===== config.mk =====
export PLATFORM = sky130hd
export DESIGN_NAME = gpfs_pin_function_select
export DESIGN_NICKNAME = d
export VERILOG_FILES = /design/src/common/gpfs_pkg.sv /design/src/core/gpfs_pin_cell.sv /design/src/core/gpfs_pin_function_select.sv
export SDC_FILE = /design/constraint.sdc
export NUM_CORES = 1
export LEC_CHECK = 0
export ABC_CLOCK_PERIOD_IN_PS = 3000
export BUFFER_PORTS_ARGS = -buffer_cell sky130_fd_sc_hd__buf_4
export CAP_MARGIN = 15
export CORE_MARGIN = 5
export CORE_UTILIZATION = 30
export DETAILED_ROUTE_END_ITERATION = 7
export MAX_ROUTING_LAYER = met4
export SETUP_SLACK_MARGIN = 0.4
export SLEW_MARGIN = 5
export SYNTH_ARGS = -nofsm -noshare
export SYNTH_HDL_FRONTEND = slang
export SYNTH_HIERARCHICAL = 1
export SYNTH_SLANG_ARGS = --single-unit

===== constraint.sdc =====
create_clock -name clk -period 3 [get_ports clk]
set_input_delay 0.15 -clock clk [delete_from_list [all_inputs] [get_ports clk]]
set_output_delay 0.15 -clock clk [all_outputs]
set_load 0.005 [all_outputs]

===== src/common/gpfs_pkg.sv =====
package gpfs_pkg;

  // command bytes that matter to the pin settings
  localparam logic [7:0] CMD_SET_SETTINGS = 8'h60;
  localparam logic [7:0] RESP_OK = 8'h00;
  localparam logic [7:0] RESP_BAD_CMD = 8'h01;
  localparam int BYTE_CMD = 0;
  localparam int BYTE_ALTER = 7;
  localparam int BYTE_PIN_FIRST = 9;
  localparam int NUM_PINS = 3;
  localparam int CMD_BYTES = 12;
  localparam int ALTER_FLAG_BIT = 7;

  // settings byte layout
  localparam int SET_OUT_BIT = 4;
  localparam int SET_DIR_BIT = 3;
  localparam int SET_FUNC_MSB = 2;
  localparam int SET_FUNC_LSB = 0;

  // register port map (byte wide data)
  localparam logic [7:0] ADDR_CMD_FIRST = 8'h00;
  localparam logic [7:0] ADDR_CMD_LAST = 8'h0b;
  localparam logic [7:0] ADDR_CONTROL = 8'h10;
  localparam logic [7:0] ADDR_RESP0 = 8'h20;
  localparam logic [7:0] ADDR_RESP1 = 8'h21;
  localparam logic [7:0] ADDR_PIN_SET_FIRST = 8'h31;
  localparam logic [7:0] ADDR_PIN_SET_LAST = 8'h33;
  localparam logic [7:0] ADDR_PIN_LEVELS = 8'h34;
  localparam int CTRL_GO_BIT = 0;
  localparam int STAT_BUSY_BIT = 0;
  localparam int STAT_RESP_BIT = 1;

  // function select codes
  localparam logic [2:0] FUNC_GPIO = 3'h0;
  localparam logic [2:0] FUNC_DEDICATED = 3'h1;
  localparam logic [2:0] FUNC_ANALOG_IN = 3'h2;
  localparam logic [2:0] FUNC_ALT_ONE = 3'h3;
  localparam logic [2:0] FUNC_EDGE_IRQ = 3'h4;

  // one pin's run-time settings, bits 7-5 of the byte are dropped
  typedef struct packed {
    logic out_val;
    logic dir_in;
    logic [2:0] func;
  } gpfs_pin_set_type;

  // reset: general purpose input, output level low
  localparam gpfs_pin_set_type PIN_SET_RESET = '{out_val: 1'b0, dir_in: 1'b1, func: 3'h0};

  // what a pin cell drives, all registered
  typedef struct packed {
    logic pad_out;
    logic pad_oe;
    logic ain_en;
    logic aout_en;
    logic edge_en;
    logic in_level;
  } gpfs_pin_drive_type;

  localparam gpfs_pin_drive_type PIN_DRIVE_RESET = '0;

  // command sequencer, gray along the path
  typedef enum logic [1:0] {
    ST_IDLE = 2'b00,
    ST_CHECK = 2'b01,
    ST_APPLY = 2'b11,
    ST_REPLY = 2'b10
  } gpfs_state_type;

endpackage


===== src/core/gpfs_pin_cell.sv =====
`timescale 1ns/100ps
module gpfs_pin_cell #(
  parameter bit ALT_ONE_DIGITAL = 1'b0, // code 011 drives a digital source
  parameter bit HAS_EDGE_IRQ = 1'b0 // code 100 routes to edge detector
) (
  input wire logic clk, // system clock
  input wire logic rst, // synchronous reset, active high
  input wire gpfs_pkg::gpfs_pin_set_type set, // current run-time settings
  input wire logic ded_level, // dedicated function level, code 001
  input wire logic alt_level, // digital alternate level, code 011
  input wire logic pad_in, // pad input level
  output gpfs_pkg::gpfs_pin_drive_type drive // registered pad controls
);

  gpfs_pkg::gpfs_pin_drive_type drive_reg;
  gpfs_pkg::gpfs_pin_drive_type drive_next;

  // route the pad by function; unused codes leave the pad floating as input
  always_comb begin
    drive_next = gpfs_pkg::PIN_DRIVE_RESET;
    drive_next.in_level = pad_in;
    case (set.func)
      gpfs_pkg::FUNC_GPIO: begin
        drive_next.pad_oe = ~set.dir_in;
        drive_next.pad_out = set.out_val;
      end
      gpfs_pkg::FUNC_DEDICATED: begin
        drive_next.pad_oe = 1'b1;
        drive_next.pad_out = ded_level;
      end
      gpfs_pkg::FUNC_ANALOG_IN: begin
        drive_next.ain_en = 1'b1;
      end
      gpfs_pkg::FUNC_ALT_ONE: begin
        if (ALT_ONE_DIGITAL) begin
          drive_next.pad_oe = 1'b1;
          drive_next.pad_out = alt_level;
        end else begin
          drive_next.aout_en = 1'b1;
        end
      end
      gpfs_pkg::FUNC_EDGE_IRQ: begin
        drive_next.edge_en = HAS_EDGE_IRQ;
      end
      default: begin
        drive_next.pad_oe = 1'b0;
      end
    endcase
  end

  always_ff @(posedge clk) begin
    if (rst) begin
      drive_reg <= gpfs_pkg::PIN_DRIVE_RESET;
    end else begin
      drive_reg <= drive_next;
    end
  end

  assign drive = drive_reg;

  chk_gpio_out_level: assert property (@(posedge clk) disable iff (rst)
    (set.func == gpfs_pkg::FUNC_GPIO && !set.dir_in) |=> (drive.pad_oe && drive.pad_out == $past(set.out_val)))
    else $error("gpio output not driving stored level");
  chk_gpio_dir_in: assert property (@(posedge clk) disable iff (rst)
    (set.func == gpfs_pkg::FUNC_GPIO && set.dir_in) |=> !drive.pad_oe)
    else $error("gpio input still driving pad");
  chk_analog_no_drive: assert property (@(posedge clk) disable iff (rst)
    (set.func == gpfs_pkg::FUNC_ANALOG_IN) |=> (drive.ain_en && !drive.pad_oe))
    else $error("analog input pin driven or not enabled");

endmodule


===== src/core/gpfs_pin_function_select.sv =====
// Decided for this implementation: the address map and the plain strobed port.
`timescale 1ns/100ps
module gpfs_pin_function_select (
  input wire logic clk, // system clock, 100 MHz
  input wire logic rst, // synchronous reset, active high
  input wire logic [7:0] addr, // register address
  input wire logic [7:0] wdata, // register write data
  input wire logic wr_en, // write strobe, one cycle
  input wire logic rd_en, // read strobe, one cycle
  output logic [7:0] rdata, // read data, cycle after rd_en
  output logic resp_valid, // pulse when a reply is ready
  input wire logic [2:0] pad_in, // pad input levels, index 0 is first pin
  output logic [2:0] pad_out, // pad output levels
  output logic [2:0] pad_oe, // pad output enables, high drives
  input wire logic clock_out_level, // clock output source
  input wire logic transmit_activity_indicator, // tx activity led source
  input wire logic usb_configured_indicator, // usb configured source
  input wire logic serial_bus_activity_indicator, // serial bus led source
  output logic analog_input_one, // analog input one owns first pin
  output logic analog_input_two, // analog input two owns second pin
  output logic analog_input_three, // analog input three owns third pin
  output logic analog_output_one, // analog output one owns second pin
  output logic analog_output_two, // analog output two owns third pin
  output logic edge_input_en, // edge detector owns first pin
  output logic edge_input_level // first pin level for the edge detector
);

  // command buffer as the bridge wrote it
  logic [7:0] cmd_reg [gpfs_pkg::CMD_BYTES];
  logic [7:0] cmd_next [gpfs_pkg::CMD_BYTES];
  gpfs_pkg::gpfs_pin_set_type set_reg [gpfs_pkg::NUM_PINS];
  gpfs_pkg::gpfs_pin_set_type set_next [gpfs_pkg::NUM_PINS];
  gpfs_pkg::gpfs_state_type state_reg;
  gpfs_pkg::gpfs_state_type state_next;
  logic cmd_ok_reg;
  logic cmd_ok_next;
  logic [7:0] resp0_reg;
  logic [7:0] resp0_next;
  logic [7:0] resp1_reg;
  logic [7:0] resp1_next;
  logic resp_ready_reg;
  logic resp_ready_next;
  logic resp_valid_reg;
  logic resp_valid_next;
  logic [7:0] rdata_reg;
  logic [7:0] rdata_next;
  gpfs_pkg::gpfs_pin_drive_type drive [gpfs_pkg::NUM_PINS];
  logic [2:0] ded_src;
  logic [2:0] alt_src;
  logic go;

  // address in the command buffer window
  function automatic logic in_cmd(input logic [7:0] a);
    in_cmd = (a >= gpfs_pkg::ADDR_CMD_FIRST) && (a <= gpfs_pkg::ADDR_CMD_LAST);
  endfunction

  // address in the pin settings readback window
  function automatic logic in_pin_set(input logic [7:0] a);
    in_pin_set = (a >= gpfs_pkg::ADDR_PIN_SET_FIRST) && (a <= gpfs_pkg::ADDR_PIN_SET_LAST);
  endfunction

  // a go while busy is dropped so a half-applied command cannot restart
  assign go = wr_en && (addr == gpfs_pkg::ADDR_CONTROL) && wdata[gpfs_pkg::CTRL_GO_BIT]
    && (state_reg == gpfs_pkg::ST_IDLE);

  // command buffer writes; frozen while a command runs
  always_comb begin
    for (int i = 0; i < gpfs_pkg::CMD_BYTES; i++) begin
      cmd_next[i] = cmd_reg[i];
    end
    if (wr_en && in_cmd(addr) && state_reg == gpfs_pkg::ST_IDLE) begin
      cmd_next[addr[3:0]] = wdata;
    end
  end

  always_ff @(posedge clk) begin
    if (rst) begin
      for (int i = 0; i < gpfs_pkg::CMD_BYTES; i++) begin
        cmd_reg[i] <= 8'h00;
      end
    end else begin
      for (int i = 0; i < gpfs_pkg::CMD_BYTES; i++) begin
        cmd_reg[i] <= cmd_next[i];
      end
    end
  end

  // sequencer: check the code, apply settings, post the reply
  always_comb begin
    state_next = state_reg;
    cmd_ok_next = cmd_ok_reg;
    resp0_next = resp0_reg;
    resp1_next = resp1_reg;
    resp_ready_next = resp_ready_reg;
    resp_valid_next = 1'b0;
    for (int p = 0; p < gpfs_pkg::NUM_PINS; p++) begin
      set_next[p] = set_reg[p];
    end
    if (go) begin
      resp_ready_next = 1'b0;
    end
    case (state_reg)
      gpfs_pkg::ST_IDLE: begin
        if (go) begin
          state_next = gpfs_pkg::ST_CHECK;
        end
      end
      gpfs_pkg::ST_CHECK: begin
        cmd_ok_next = (cmd_reg[gpfs_pkg::BYTE_CMD] == gpfs_pkg::CMD_SET_SETTINGS);
        state_next = gpfs_pkg::ST_APPLY;
      end
      gpfs_pkg::ST_APPLY: begin
        if (cmd_ok_reg && cmd_reg[gpfs_pkg::BYTE_ALTER][gpfs_pkg::ALTER_FLAG_BIT]) begin
          // all pins in one cycle, upper bits dropped
          for (int p = 0; p < gpfs_pkg::NUM_PINS; p++) begin
            set_next[p].out_val = cmd_reg[gpfs_pkg::BYTE_PIN_FIRST + p][gpfs_pkg::SET_OUT_BIT];
            set_next[p].dir_in = cmd_reg[gpfs_pkg::BYTE_PIN_FIRST + p][gpfs_pkg::SET_DIR_BIT];
            set_next[p].func = cmd_reg[gpfs_pkg::BYTE_PIN_FIRST + p]
              [gpfs_pkg::SET_FUNC_MSB:gpfs_pkg::SET_FUNC_LSB];
          end
        end
        state_next = gpfs_pkg::ST_REPLY;
      end
      gpfs_pkg::ST_REPLY: begin
        resp0_next = cmd_reg[gpfs_pkg::BYTE_CMD];
        resp1_next = cmd_ok_reg ? gpfs_pkg::RESP_OK : gpfs_pkg::RESP_BAD_CMD;
        resp_ready_next = 1'b1;
        resp_valid_next = 1'b1;
        state_next = gpfs_pkg::ST_IDLE;
      end
      default: begin
        state_next = gpfs_pkg::ST_IDLE;
      end
    endcase
  end

  always_ff @(posedge clk) begin
    if (rst) begin
      state_reg <= gpfs_pkg::ST_IDLE;
      cmd_ok_reg <= 1'b0;
      resp0_reg <= 8'h00;
      resp1_reg <= 8'h00;
      resp_ready_reg <= 1'b0;
      resp_valid_reg <= 1'b0;
      for (int p = 0; p < gpfs_pkg::NUM_PINS; p++) begin
        set_reg[p] <= gpfs_pkg::PIN_SET_RESET;
      end
    end else begin
      state_reg <= state_next;
      cmd_ok_reg <= cmd_ok_next;
      resp0_reg <= resp0_next;
      resp1_reg <= resp1_next;
      resp_ready_reg <= resp_ready_next;
      resp_valid_reg <= resp_valid_next;
      for (int p = 0; p < gpfs_pkg::NUM_PINS; p++) begin
        set_reg[p] <= set_next[p];
      end
    end
  end

  // read mux; unmapped addresses answer zero
  always_comb begin
    rdata_next = 8'h00;
    if (rd_en) begin
      if (in_cmd(addr)) begin
        rdata_next = cmd_reg[addr[3:0]];
      end else if (addr == gpfs_pkg::ADDR_CONTROL) begin
        rdata_next[gpfs_pkg::STAT_BUSY_BIT] = (state_reg != gpfs_pkg::ST_IDLE);
        rdata_next[gpfs_pkg::STAT_RESP_BIT] = resp_ready_reg;
      end else if (addr == gpfs_pkg::ADDR_RESP0) begin
        rdata_next = resp0_reg;
      end else if (addr == gpfs_pkg::ADDR_RESP1) begin
        rdata_next = resp1_reg;
      end else if (in_pin_set(addr)) begin
        rdata_next = {3'h0, set_reg[2'(addr[1:0] - 2'h1)]};
      end else if (addr == gpfs_pkg::ADDR_PIN_LEVELS) begin
        rdata_next = {5'h00, drive[2].in_level, drive[1].in_level, drive[0].in_level};
      end else begin
        rdata_next = 8'h00;
      end
    end
  end

  always_ff @(posedge clk) begin
    if (rst) begin
      rdata_reg <= 8'h00;
    end else begin
      rdata_reg <= rdata_next;
    end
  end

  // sources per pin: clock/txled, usb indicator, bus led
  assign ded_src = {serial_bus_activity_indicator, usb_configured_indicator, clock_out_level};
  assign alt_src = {1'b0, 1'b0, transmit_activity_indicator};

  // one cell per pin; only the first pin has a digital 011 and an edge input
  for (genvar p = 0; p < gpfs_pkg::NUM_PINS; p++) begin : g_pin
    gpfs_pin_cell #(
      .ALT_ONE_DIGITAL(p == 0),
      .HAS_EDGE_IRQ(p == 0)
    ) u_cell (
      .clk(clk),
      .rst(rst),
      .set(set_reg[p]),
      .ded_level(ded_src[p]),
      .alt_level(alt_src[p]),
      .pad_in(pad_in[p]),
      .drive(drive[p])
    );
    assign pad_out[p] = drive[p].pad_out;
    assign pad_oe[p] = drive[p].pad_oe;
  end

  assign rdata = rdata_reg;
  assign resp_valid = resp_valid_reg;
  assign analog_input_one = drive[0].ain_en;
  assign analog_input_two = drive[1].ain_en;
  assign analog_input_three = drive[2].ain_en;
  assign analog_output_one = drive[1].aout_en;
  assign analog_output_two = drive[2].aout_en;
  assign edge_input_en = drive[0].edge_en;
  assign edge_input_level = drive[0].in_level;

  chk_alter_loads: assert property (@(posedge clk) disable iff (rst)
    (state_reg == gpfs_pkg::ST_APPLY && cmd_ok_reg && cmd_reg[7][7])
    |=> (set_reg[1] == gpfs_pkg::gpfs_pin_set_type'(cmd_reg[10][4:0])))
    else $error("pin settings not loaded with alter flag set");
  chk_no_alter_hold: assert property (@(posedge clk) disable iff (rst)
    (state_reg != gpfs_pkg::ST_APPLY || !cmd_ok_reg || !cmd_reg[7][7])
    |=> $stable(set_reg[0]) && $stable(set_reg[2]))
    else $error("pin settings changed without alter flag");
  chk_reply_echo: assert property (@(posedge clk) disable iff (rst)
    (go && cmd_reg[0] == 8'h60) |-> ##4 (resp_valid && resp0_reg == 8'h60 && resp1_reg == 8'h00))
    else $error("reply not echoing code with success status");
  chk_pins_together: assert property (@(posedge clk) disable iff (rst)
    $changed(set_reg[0]) || $changed(set_reg[2]) |-> $past(state_reg) == gpfs_pkg::ST_APPLY)
    else $error("pin settings changed outside apply cycle");
  chk_second_pin_out: assert property (@(posedge clk) disable iff (rst)
    (set_reg[1].func == 3'h0 && !set_reg[1].dir_in) |=> (pad_oe[1] && pad_out[1] == $past(set_reg[1].out_val)))
    else $error("second pin gpio output wrong");
  chk_second_pin_dir: assert property (@(posedge clk) disable iff (rst)
    (set_reg[1].func == 3'h0 && set_reg[1].dir_in) |=> !pad_oe[1])
    else $error("second pin input drives pad");
  chk_second_pin_dac: assert property (@(posedge clk) disable iff (rst)
    (set_reg[1].func == 3'h3) |=> (analog_output_one && !pad_oe[1]))
    else $error("second pin analog output not routed");
  chk_third_pin_out: assert property (@(posedge clk) disable iff (rst)
    (set_reg[2].func == 3'h0 && !set_reg[2].dir_in) |=> (pad_oe[2] && pad_out[2] == $past(set_reg[2].out_val)))
    else $error("third pin gpio output wrong");
  chk_third_pin_dir: assert property (@(posedge clk) disable iff (rst)
    (set_reg[2].func == 3'h0 && set_reg[2].dir_in) |=> !pad_oe[2])
    else $error("third pin input drives pad");
  chk_third_pin_led: assert property (@(posedge clk) disable iff (rst)
    (set_reg[2].func == 3'h1) |=> (pad_oe[2] && pad_out[2] == $past(serial_bus_activity_indicator)))
    else $error("third pin bus led not routed");
  chk_first_pin_edge: assert property (@(posedge clk) disable iff (rst)
    (set_reg[0].func == 3'h4) |=> (edge_input_en && !pad_oe[0]))
    else $error("first pin edge input not routed");

  cov_apply_alter: cover property (@(posedge clk) disable iff (rst)
    state_reg == gpfs_pkg::ST_APPLY && cmd_ok_reg && cmd_reg[7][7]);
  cov_bad_command: cover property (@(posedge clk) disable iff (rst)
    resp_valid && resp1_reg == gpfs_pkg::RESP_BAD_CMD);
  cov_edge_mode: cover property (@(posedge clk) disable iff (rst) edge_input_en);
  cov_all_outputs: cover property (@(posedge clk) disable iff (rst) pad_oe == 3'h7);

endmodule


**Yosys cells after proc, flatten, opt, wreduce, memory -nomap -nowiden**

Memory sizes are Yosys's and may differ from the RTL's.
Index checks and enable logic that the tools add are counted.

- Bits in registers: 44
- Latch bits: 0
- Memory bits (writable): 111
- Memory bits (read-only): 0
- Input bits: 27
- Logic and storage cells: 136
- Memories: 2

Memories:

| memory | depth | bits a word | rd ports | clocked after Yosys merged registers in | write ports | line | source |
|---|---|---|---|---|---|---|---|
| cmd_reg | 12 | 8 | 13 | 0 | 12 | gpfs_pin_function_select.sv:29 | `logic [7:0] cmd_reg [gpfs_pkg::CMD_BYTES];` |
| set_reg | 3 | 5 | 4 | 0 | 3 | gpfs_pin_function_select.sv:31 | `gpfs_pkg::gpfs_pin_set_type set_reg [gpfs_pkg::NUM_PINS];` |

- Add/subtract/negate cells: 1
- $mul: 0
- Divide/modulo/power cells: 0
- $lt $le $gt $ge: 6
- Equal/unequal tests: 19
- Shift operators: 0
- Multiplexer cells: 49
- Bitwise operators: 20
- Reduce and logical (&&, ||, !) cells: 17

Operators by type and width:

| kind | number |
|---|---|
| two-way mux 8 bit | 17 |
| bitwise mux 96 bit | 1 |
| two-way mux 96 bit | 1 |
| demux 8 bit (select 4 bit) | 1 |
| two-way mux 15 bit | 2 |
| equality test 8 x 6 -> 1 bit (second input constant) | 3 |
| equality test 3 x 2 -> 1 bit (second input constant) | 6 |
| two-way mux 5 bit | 3 |
| OR 1 bit | 15 |
| two-way mux 1 bit | 13 |
| case mux 1 bit (2 select lines) | 5 |
| equality test 3 x 1 -> 1 bit (second input constant) | 3 |
| logical AND 1 bit | 9 |
| zero test 3 bit | 3 |
| equality test 8 x 5 -> 1 bit (second input constant) | 1 |
| equality test 8 x 7 -> 1 bit (second input constant) | 1 |
| greater-or-equal comparator 8 x 1 -> 1 bit (second input constant) | 1 |
| greater-or-equal comparator 8 x 6 -> 1 bit (second input constant) | 1 |
| less-or-equal comparator 8 x 4 -> 1 bit (second input constant) | 1 |
| less-or-equal comparator 8 x 6 -> 1 bit (second input constant) | 1 |
| case mux 2 bit (4 select lines) | 1 |
| two-way mux 6 bit | 1 |
| greater-or-equal comparator 5 bit (second input constant) | 1 |
| < comparator 5 x 1 -> 1 bit (second input constant) | 1 |
| other kinds (13) | 20 |

**Longest topological paths before layout**

Gate-level depths: netlist of run 1.

- Word-level depth: 8
- Gate-level depth with buffers: 11

**By module**

The synthesis of run 1 kept the hierarchy.

By module, submodules not included:

| module | times used | cells each | area an instance (sq um) | sequential area each (sq um) |
|---|---|---|---|---|
| gpfs_pin_function_select | 1 | 616 | 5924.4 | 2662.6 |
| gpfs_pin_cell (g_pin[1].u_cell ...) | 2 | 14 | 177.7 | 100.1 |
| gpfs_pin_cell (g_pin[0].u_cell) | 1 | 17 | 178.9 | 100.1 |

**Worst setup path after synthesis of run 1**

No wires, ideal clock.

- Kind: input to register
- Start point: input port addr[1]
- End point: register rdata_reg[2], in the netlist rdata[2]
- Data arrival time: 1966 ps
- Data required time: 2869 ps
- Path slack: 903 ps
- Stages on the path: 11
- Cells stage by stage: buf_2 -> buf_2 -> buf_2 -> inv_1 -> ha_1 -> clkbuf_1 -> nand2b_1 -> nand3_1 -> a211oi_1 -> a221oi_1 -> o22ai_1

- Longest elaborated chain between the ends: 7
- Elaborated cells between the ends (all ways): 19

Ends and longest elaborated chain:

| element | line | source |
|---|---|---|
| start, declared | gpfs_pin_function_select.sv:6 | `input wire logic [7:0] addr,` |
| greater-or-equal comparator 8 x 6 -> 1 bit (tied with other cells) | gpfs_pin_function_select.sv:59 | `in_pin_set = (a >= gpfs_pkg::ADDR_PIN_SET_FIRST) && (a <= gpfs_pkg::ADDR_PIN_SET_LAST);` |
| logical AND 1 bit (tied with other cells) | gpfs_pin_function_select.sv:59 |  |
| two-way mux 8 bit | gpfs_pin_function_select.sv:174 | `end else if (in_pin_set(addr)) begin` |
| two-way mux 8 bit | gpfs_pin_function_select.sv:172 | `end else if (addr == gpfs_pkg::ADDR_RESP1) begin` |
| two-way mux 8 bit | gpfs_pin_function_select.sv:170 | `end else if (addr == gpfs_pkg::ADDR_RESP0) begin` |
| two-way mux 6 bit | gpfs_pin_function_select.sv:167 | `end else if (addr == gpfs_pkg::ADDR_CONTROL) begin` |
| two-way mux 8 bit * | gpfs_pin_function_select.sv:165 | `if (in_cmd(addr)) begin` |
| end signal, assigned | gpfs_pin_function_select.sv:188 | `rdata_reg <= rdata_next;` |
| end, declared | gpfs_pin_function_select.sv:45 | `logic [7:0] rdata_reg;` |

Every way passes the cells marked *; elsewhere a longest branch is shown, timed or not.
A chain may end at the register's enable or synchronous reset.

==> qor.csv, run 1 <==
stage,metric,value,unit
status,status,finished clean,
global_routing,grt_overflow,0,
timing,hold_viol_final,0,
synthesis,synthCells,654,
layout,nets,714,
clocking,clk-insertion-delay-late,0.42,ns
floorplanning,die_h,156.3,µm
timing,period_needed,2.030,ns
clocking,cts.path.max_buffers,2,
clocking,cts_tree,built,
clocking,cts_made_buffers,17,
worst_setup_path,critPathLaunchType,flip-flop,
global_routing,grt_pass1_wl,26.35,mm
synthesis,synth.avg_cell_area,9.818,µm²
clocking,cts_root_buf,clkbuf_16,
flow_run,cap_viol_max_count,0,
route,route.vias.total,4761,
clocking,path_clk_slew,0.06,ns
synthesis,ys.warnings.count,6,
floorplanning,initial_core_util,0.3055,
clocking,post_cts_buffers,0,
layout,largest_reg_flops,96,
timing,final_max_slew_viol_count,0,
timing,maxSlewHeadroom,0.3152,
power,swShare,0.2188,
layout,diodes,0,
clocking,cts.sinks,148,
worst_setup_path,worstSetupEndpointType,flip-flop,
placement,place_congestion,0.7892,
placement,place_area,6950,µm²
timing,finalClockSkew,0.008930,ns
worst_setup_path,critical_path_class,reg -> reg,
placement,portBuffers,48,
worst_setup_path,cp.required,3.33,ns
route,drtPass1Iterations,7,
layout,final_area,7545,µm²
power,irDropWorstVdd,0.3993,mV
floorplanning,ios,49,
synthesis,syn-num-nets,686,
route,drc,0,
layout,drive_gt1_frac,0.1816,
power,comb_power_share,0.045,
synthesis,synth_area,6421,µm²
global_routing,grt_pass1_vias,4783,
timing,grt_setup_unrepaired,false,
floorplanning,row_count,53,
power,leakagePower,3.017,nW
timing,fin_tns_setup,0,ns
placement,place_hpwl,10.71,mm
timing,setup_viol,0,
route,wl_per_cell,16.52,µm
global_routing,antenna_found_initial,0,
timing,worstMarginPinSlew,1.027,ns
power,p_sw,0.9112,mW
timing,period_share,0.6766,
clocking,h-tree-depth,4,
route,drtAntennaViolNets,0,
hold_path,hold_path_class,in -> reg,
floorplanning,dieArea,24430,µm²
clocking,postCtsResizedCells,0,
power,p_seq_frac,0.474,
worst_setup_path,path_max_fanout,13,
timing,clock.fmax,492.6,MHz
power,power.internal,3.253,mW
global_routing,grt_max_degree,96,
route,drt-initial-drc-count,302,
worst_setup_path,crit_arrival,2.36,ns
power,power-per-cell-area,552.0,nW/µm²
floorplanning,core_area,21020,µm²
floorplanning,fp.dieW,156.3,µm
layout,layout-area-overhead-vs-synth,17.50,%
route,via_per_inst,4.913,
global_routing,gr-usage-all-layers,0.1403,
power,p_clk_frac,0.481,
route,routed_wl,16.01,mm
-- final timing paths --
path                                                 end  slack, ns                      from  cells past startpoint
worst min register to register             cmd_reg[6][7]       0.45             cmd_reg[6][7]                      2
worst min-delay path            g_pin[1].u_cell/drive[5]       0.03  usb_configured_indicator                      3
worst max-delay path                       cmd_reg[6][4]       0.97              state_reg[1]                      6
worst max register to register             cmd_reg[6][4]       0.97              state_reg[1]                      6
-- power groups by stage --
stage	Combinational (mW)	Clock [mW]	Sequential, mW
final	0.189	2.00	1.97
after global routing	0.204	2.13	1.97
after CTS	0.189	2.04	1.97
after detailed placement	0.186	0	2.02
after global placement	0.185	0	2.02
after floorplan	0.118	0	2.01
-- cells in the final DEF, fill, tap and decap left out, types with 4 or more instances in the layout --
cell type and instances:
a211oi_1 11, a21oi_1 54, and2_1 4, and3_1 5, buf_4 52, clkbuf_16 17
clkbuf_8 4, dfxtp_1 148, ha_1 5, inv_1 5, mux2i_1 86, mux4_2 24
nand2_1 99, nand3_4 7, nor2_1 94, nor2b_1 11, o21ai_0 5
-- repair_timing --
item,4_1_cts,5_1_grt
hold buffers,3,0
hold endpoints to repair,3,0
setup endpoints to repair,0,0
-- final cells by class --
| cell class | count | area (µm²) |
|---|---|---|
| Multi-Input combinational cell | 453 | 3227 |
| Inverter | 7 | 26.28 |
| Clock buffer | 23 | 488.0 |
| Fill cell | 2116 | 13480 |
| Tap cell | 275 | 344.1 |
| Sequential cell | 148 | 2963 |
| Timing Repair Buffer | 55 | 420.4 |
| Clock inverter | 8 | 76.32 |
-- metrics by stage --
| stage | utilization | power [mW] | std cells | worst slack (ns) | hold WS (ns) |
|---|---|---|---|---|---|
| 4_1_cts | 0.3589 | 4.202 | 969 | 0.9697 | 0.02379 |
| 3_5_place_dp | 0.3306 | 2.201 | 935 | 0.7486 | 0.3833 |
| 3_3_place_gp | 0.3306 | 2.200 | 935 | 0.7894 | 0.3672 |
| 2_1_floorplan | - | 2.132 | 654 | 0.9029 | 0.2189 |
| 6_report | 0.3589 | 4.165 | 969 | 0.9701 | 0.03428 |
| 5_1_grt | 0.3589 | 4.309 | 969 | 0.8003 | 0.05777 |
-- per-layer routing --
| layer | GRT usage | routed length (µm) |
|---|---|---|
| met1 | 0.1838 | 7690 |
| met2 | 0.2128 | 7326 |
| met3 | 0.03153 | 699 |
| met4 | 0.05165 | 292 |
| met5 | - | 0 |
-- worst max-delay path, stage by stage, from the launching register on --
cell and delay (ns):
dfxtp_1 0.37, or2_2 0.35, nor4_4 0.19, buf_4 0.33
and3_1 0.44, nand2_1 0.10, a21oi_1 0.16
(Power assumes the default switching activity.)
==> run 2: changes to the inputs <==
--- a/config.mk
+++ b/config.mk
@@ -5,7 +5,7 @@
 export SDC_FILE = /design/constraint.sdc
 export NUM_CORES = 1
 export LEC_CHECK = 0
-export ABC_CLOCK_PERIOD_IN_PS = 3000
+export ABC_CLOCK_PERIOD_IN_PS = 2100
 export BUFFER_PORTS_ARGS = -buffer_cell sky130_fd_sc_hd__buf_4
 export CAP_MARGIN = 15
 export CORE_MARGIN = 5
==> constraint.sdc (replaced) <==
create_clock -name clk -period 2.1 [get_ports clk]
set_input_delay 0.105 -clock clk [delete_from_list [all_inputs] [get_ports clk]]
set_output_delay 0.105 -clock clk [all_outputs]
set_load 0.005 [all_outputs]
==> qor.csv, run 2 (synthesis results as in run 1) <==
stage,metric,value,unit
power,power-per-cell-area,776.8,nW/µm²
hold_path,hold_path_class,in -> reg,
route,via_per_inst,4.819,
layout,nets,729,
layout,final_common_cell,dfxtp_1,
clocking,clk-insertion-delay-late,0.42,ns
timing,period_needed,1.679,ns
global_routing,antenna_found_initial,0,
worst_setup_path,path_max_fanout,8,
route,drtPass1Iterations,5,
clocking,cts_root_buf,clkbuf_16,
clocking,cts.path.max_buffers,2,
clocking,cts.sinks,148,
global_routing,gr-usage-all-layers,0.1396,
placement,place_congestion,0.8070,
placement,post-place-ws,0.1158,ns
layout,final_area,7799,µm²
placement,place_area,7123,µm²
power,leakagePower,3.110,nW
layout,diodes,0,
placement,portBuffers,48,
timing,maxSlewHeadroom,0.5111,
route,drc,0,
global_routing,grt_pass1_vias,4651,
clocking,cts_made_buffers,17,
power,power,6.058,mW
status,status,finished clean,
timing,setup_viol,0,
worst_setup_path,worstSetupEndpointType,flip-flop,
floorplanning,die_h,156.3,µm
route,route.vias.total,4742,
route,drt-initial-drc-count,305,
layout,largest_reg_flops,96,
timing,clock.fmax,595.8,MHz
route,routed_wl,16.22,mm
layout,most-common-layout-cells,"dfxtp_1, nand2_1, nor2_1, mux2i_1, buf_4",
worst_setup_path,cp.required,2.38,ns
floorplanning,dieArea,24430,µm²
floorplanning,core_area,21020,µm²
worst_setup_path,critical_path_class,reg -> reg,
layout,stdcell_count,984,
floorplanning,row_count,53,
route,wl_per_cell,16.48,µm
placement,place_hpwl,10.85,mm
layout,drive_gt1_frac,0.2116,
timing,hold_viol_final,0,
floorplanning,initial_core_util,0.3055,
global_routing,grt_max_degree,141,
global_routing,grt_pass1_wl,26.05,mm
timing,finalClockSkew,0.007246,ns
timing,setup_slack,0.4215,ns
layout,layout-area-overhead-vs-synth,21.45,%
timing,period_share,0.7993,
floorplanning,ios,49,
clocking,h-tree-depth,4,
global_routing,grt_overflow,0,
timing,grt_setup_unrepaired,true,
flow_run,cap_viol_max_count,0,
clocking,path_clk_slew,0.06,ns
placement,place_inst,947,
worst_setup_path,crit_arrival,1.96,ns
floorplanning,fp.dieW,156.3,µm
worst_setup_path,critPathLaunchType,flip-flop,
route,drtAntennaViolNets,0,
timing,final_max_slew_viol_count,0,
timing,fin_tns_setup,0,ns
clocking,cts_tree,built,
power,irDropWorstVdd,0.5429,mV
timing,worstMarginPinSlew,0.7334,ns
==> run 2: path summary, 6_finish.rpt <==
check                                                   start                       end  slack [ns]  cells after the start
worst min-delay path            serial_bus_activity_indicator  g_pin[2].u_cell/drive[5]        0.02                      3
worst max register to register                   state_reg[1]             cmd_reg[8][2]        0.42                      7
worst min register to register                  cmd_reg[5][6]             cmd_reg[5][6]        0.45                      2
worst max-delay path                             state_reg[1]             cmd_reg[8][2]        0.42                      7
==> run 2: power breakdown <==
group,internal (mW),switching (mW)
Combinational,0.109,0.188
Sequential,2.81,0.00288
Clock,1.77,1.18
==> run 2: cell type report <==
type                       count  area, µm²
clock buffer                  18      439.2
clock inverter                13      135.1
fill                        2055      13220
inverter                       7      26.28
multi-input combinational    453       3266
sequential                   148       2963
tap                          275      344.1
timing repair buffer          70      625.6
==> run 2: layer usage <==
layer | global-route usage | wire, µm
met5 | - | 0
met4 | 0.04256 | 221
met3 | 0.02655 | 555
met2 | 0.2177 | 7623
met1 | 0.1846 | 7815
==> run 2: worst max-delay path, cell delays in order, from the launching register on <==
cell and delay [ns]:
dfxtp_1 0.31, or2_4 0.26, nor4_4 0.15, buf_6 0.18, and4b_1 0.25, buf_12 0.16, mux2i_1 0.18, nor2_1 0.05
==> run 2: repair_timing <==
| action | 4_1_cts | 5_1_grt |
|---|---|---|
| setup buffers | 1 | 0 |
| pin swaps | 1 | 2 |
| resized for setup | 3 | 5 |
| endpoints found under the setup margin | 96 | 65 |
| cloned | 1 | 0 |
| hold buffers | 4 | 0 |
| endpoints found under the hold margin | 4 | 0 |
==> run 2: through the flow <==
step                      hold slack (ns)  utilization
after floorplan                    0.1739            -
after global placement             0.3192       0.3388
after detailed placement           0.3205       0.3388
after CTS                        0.005868       0.3699
after global routing              0.03591       0.3710
final                             0.01561       0.3710
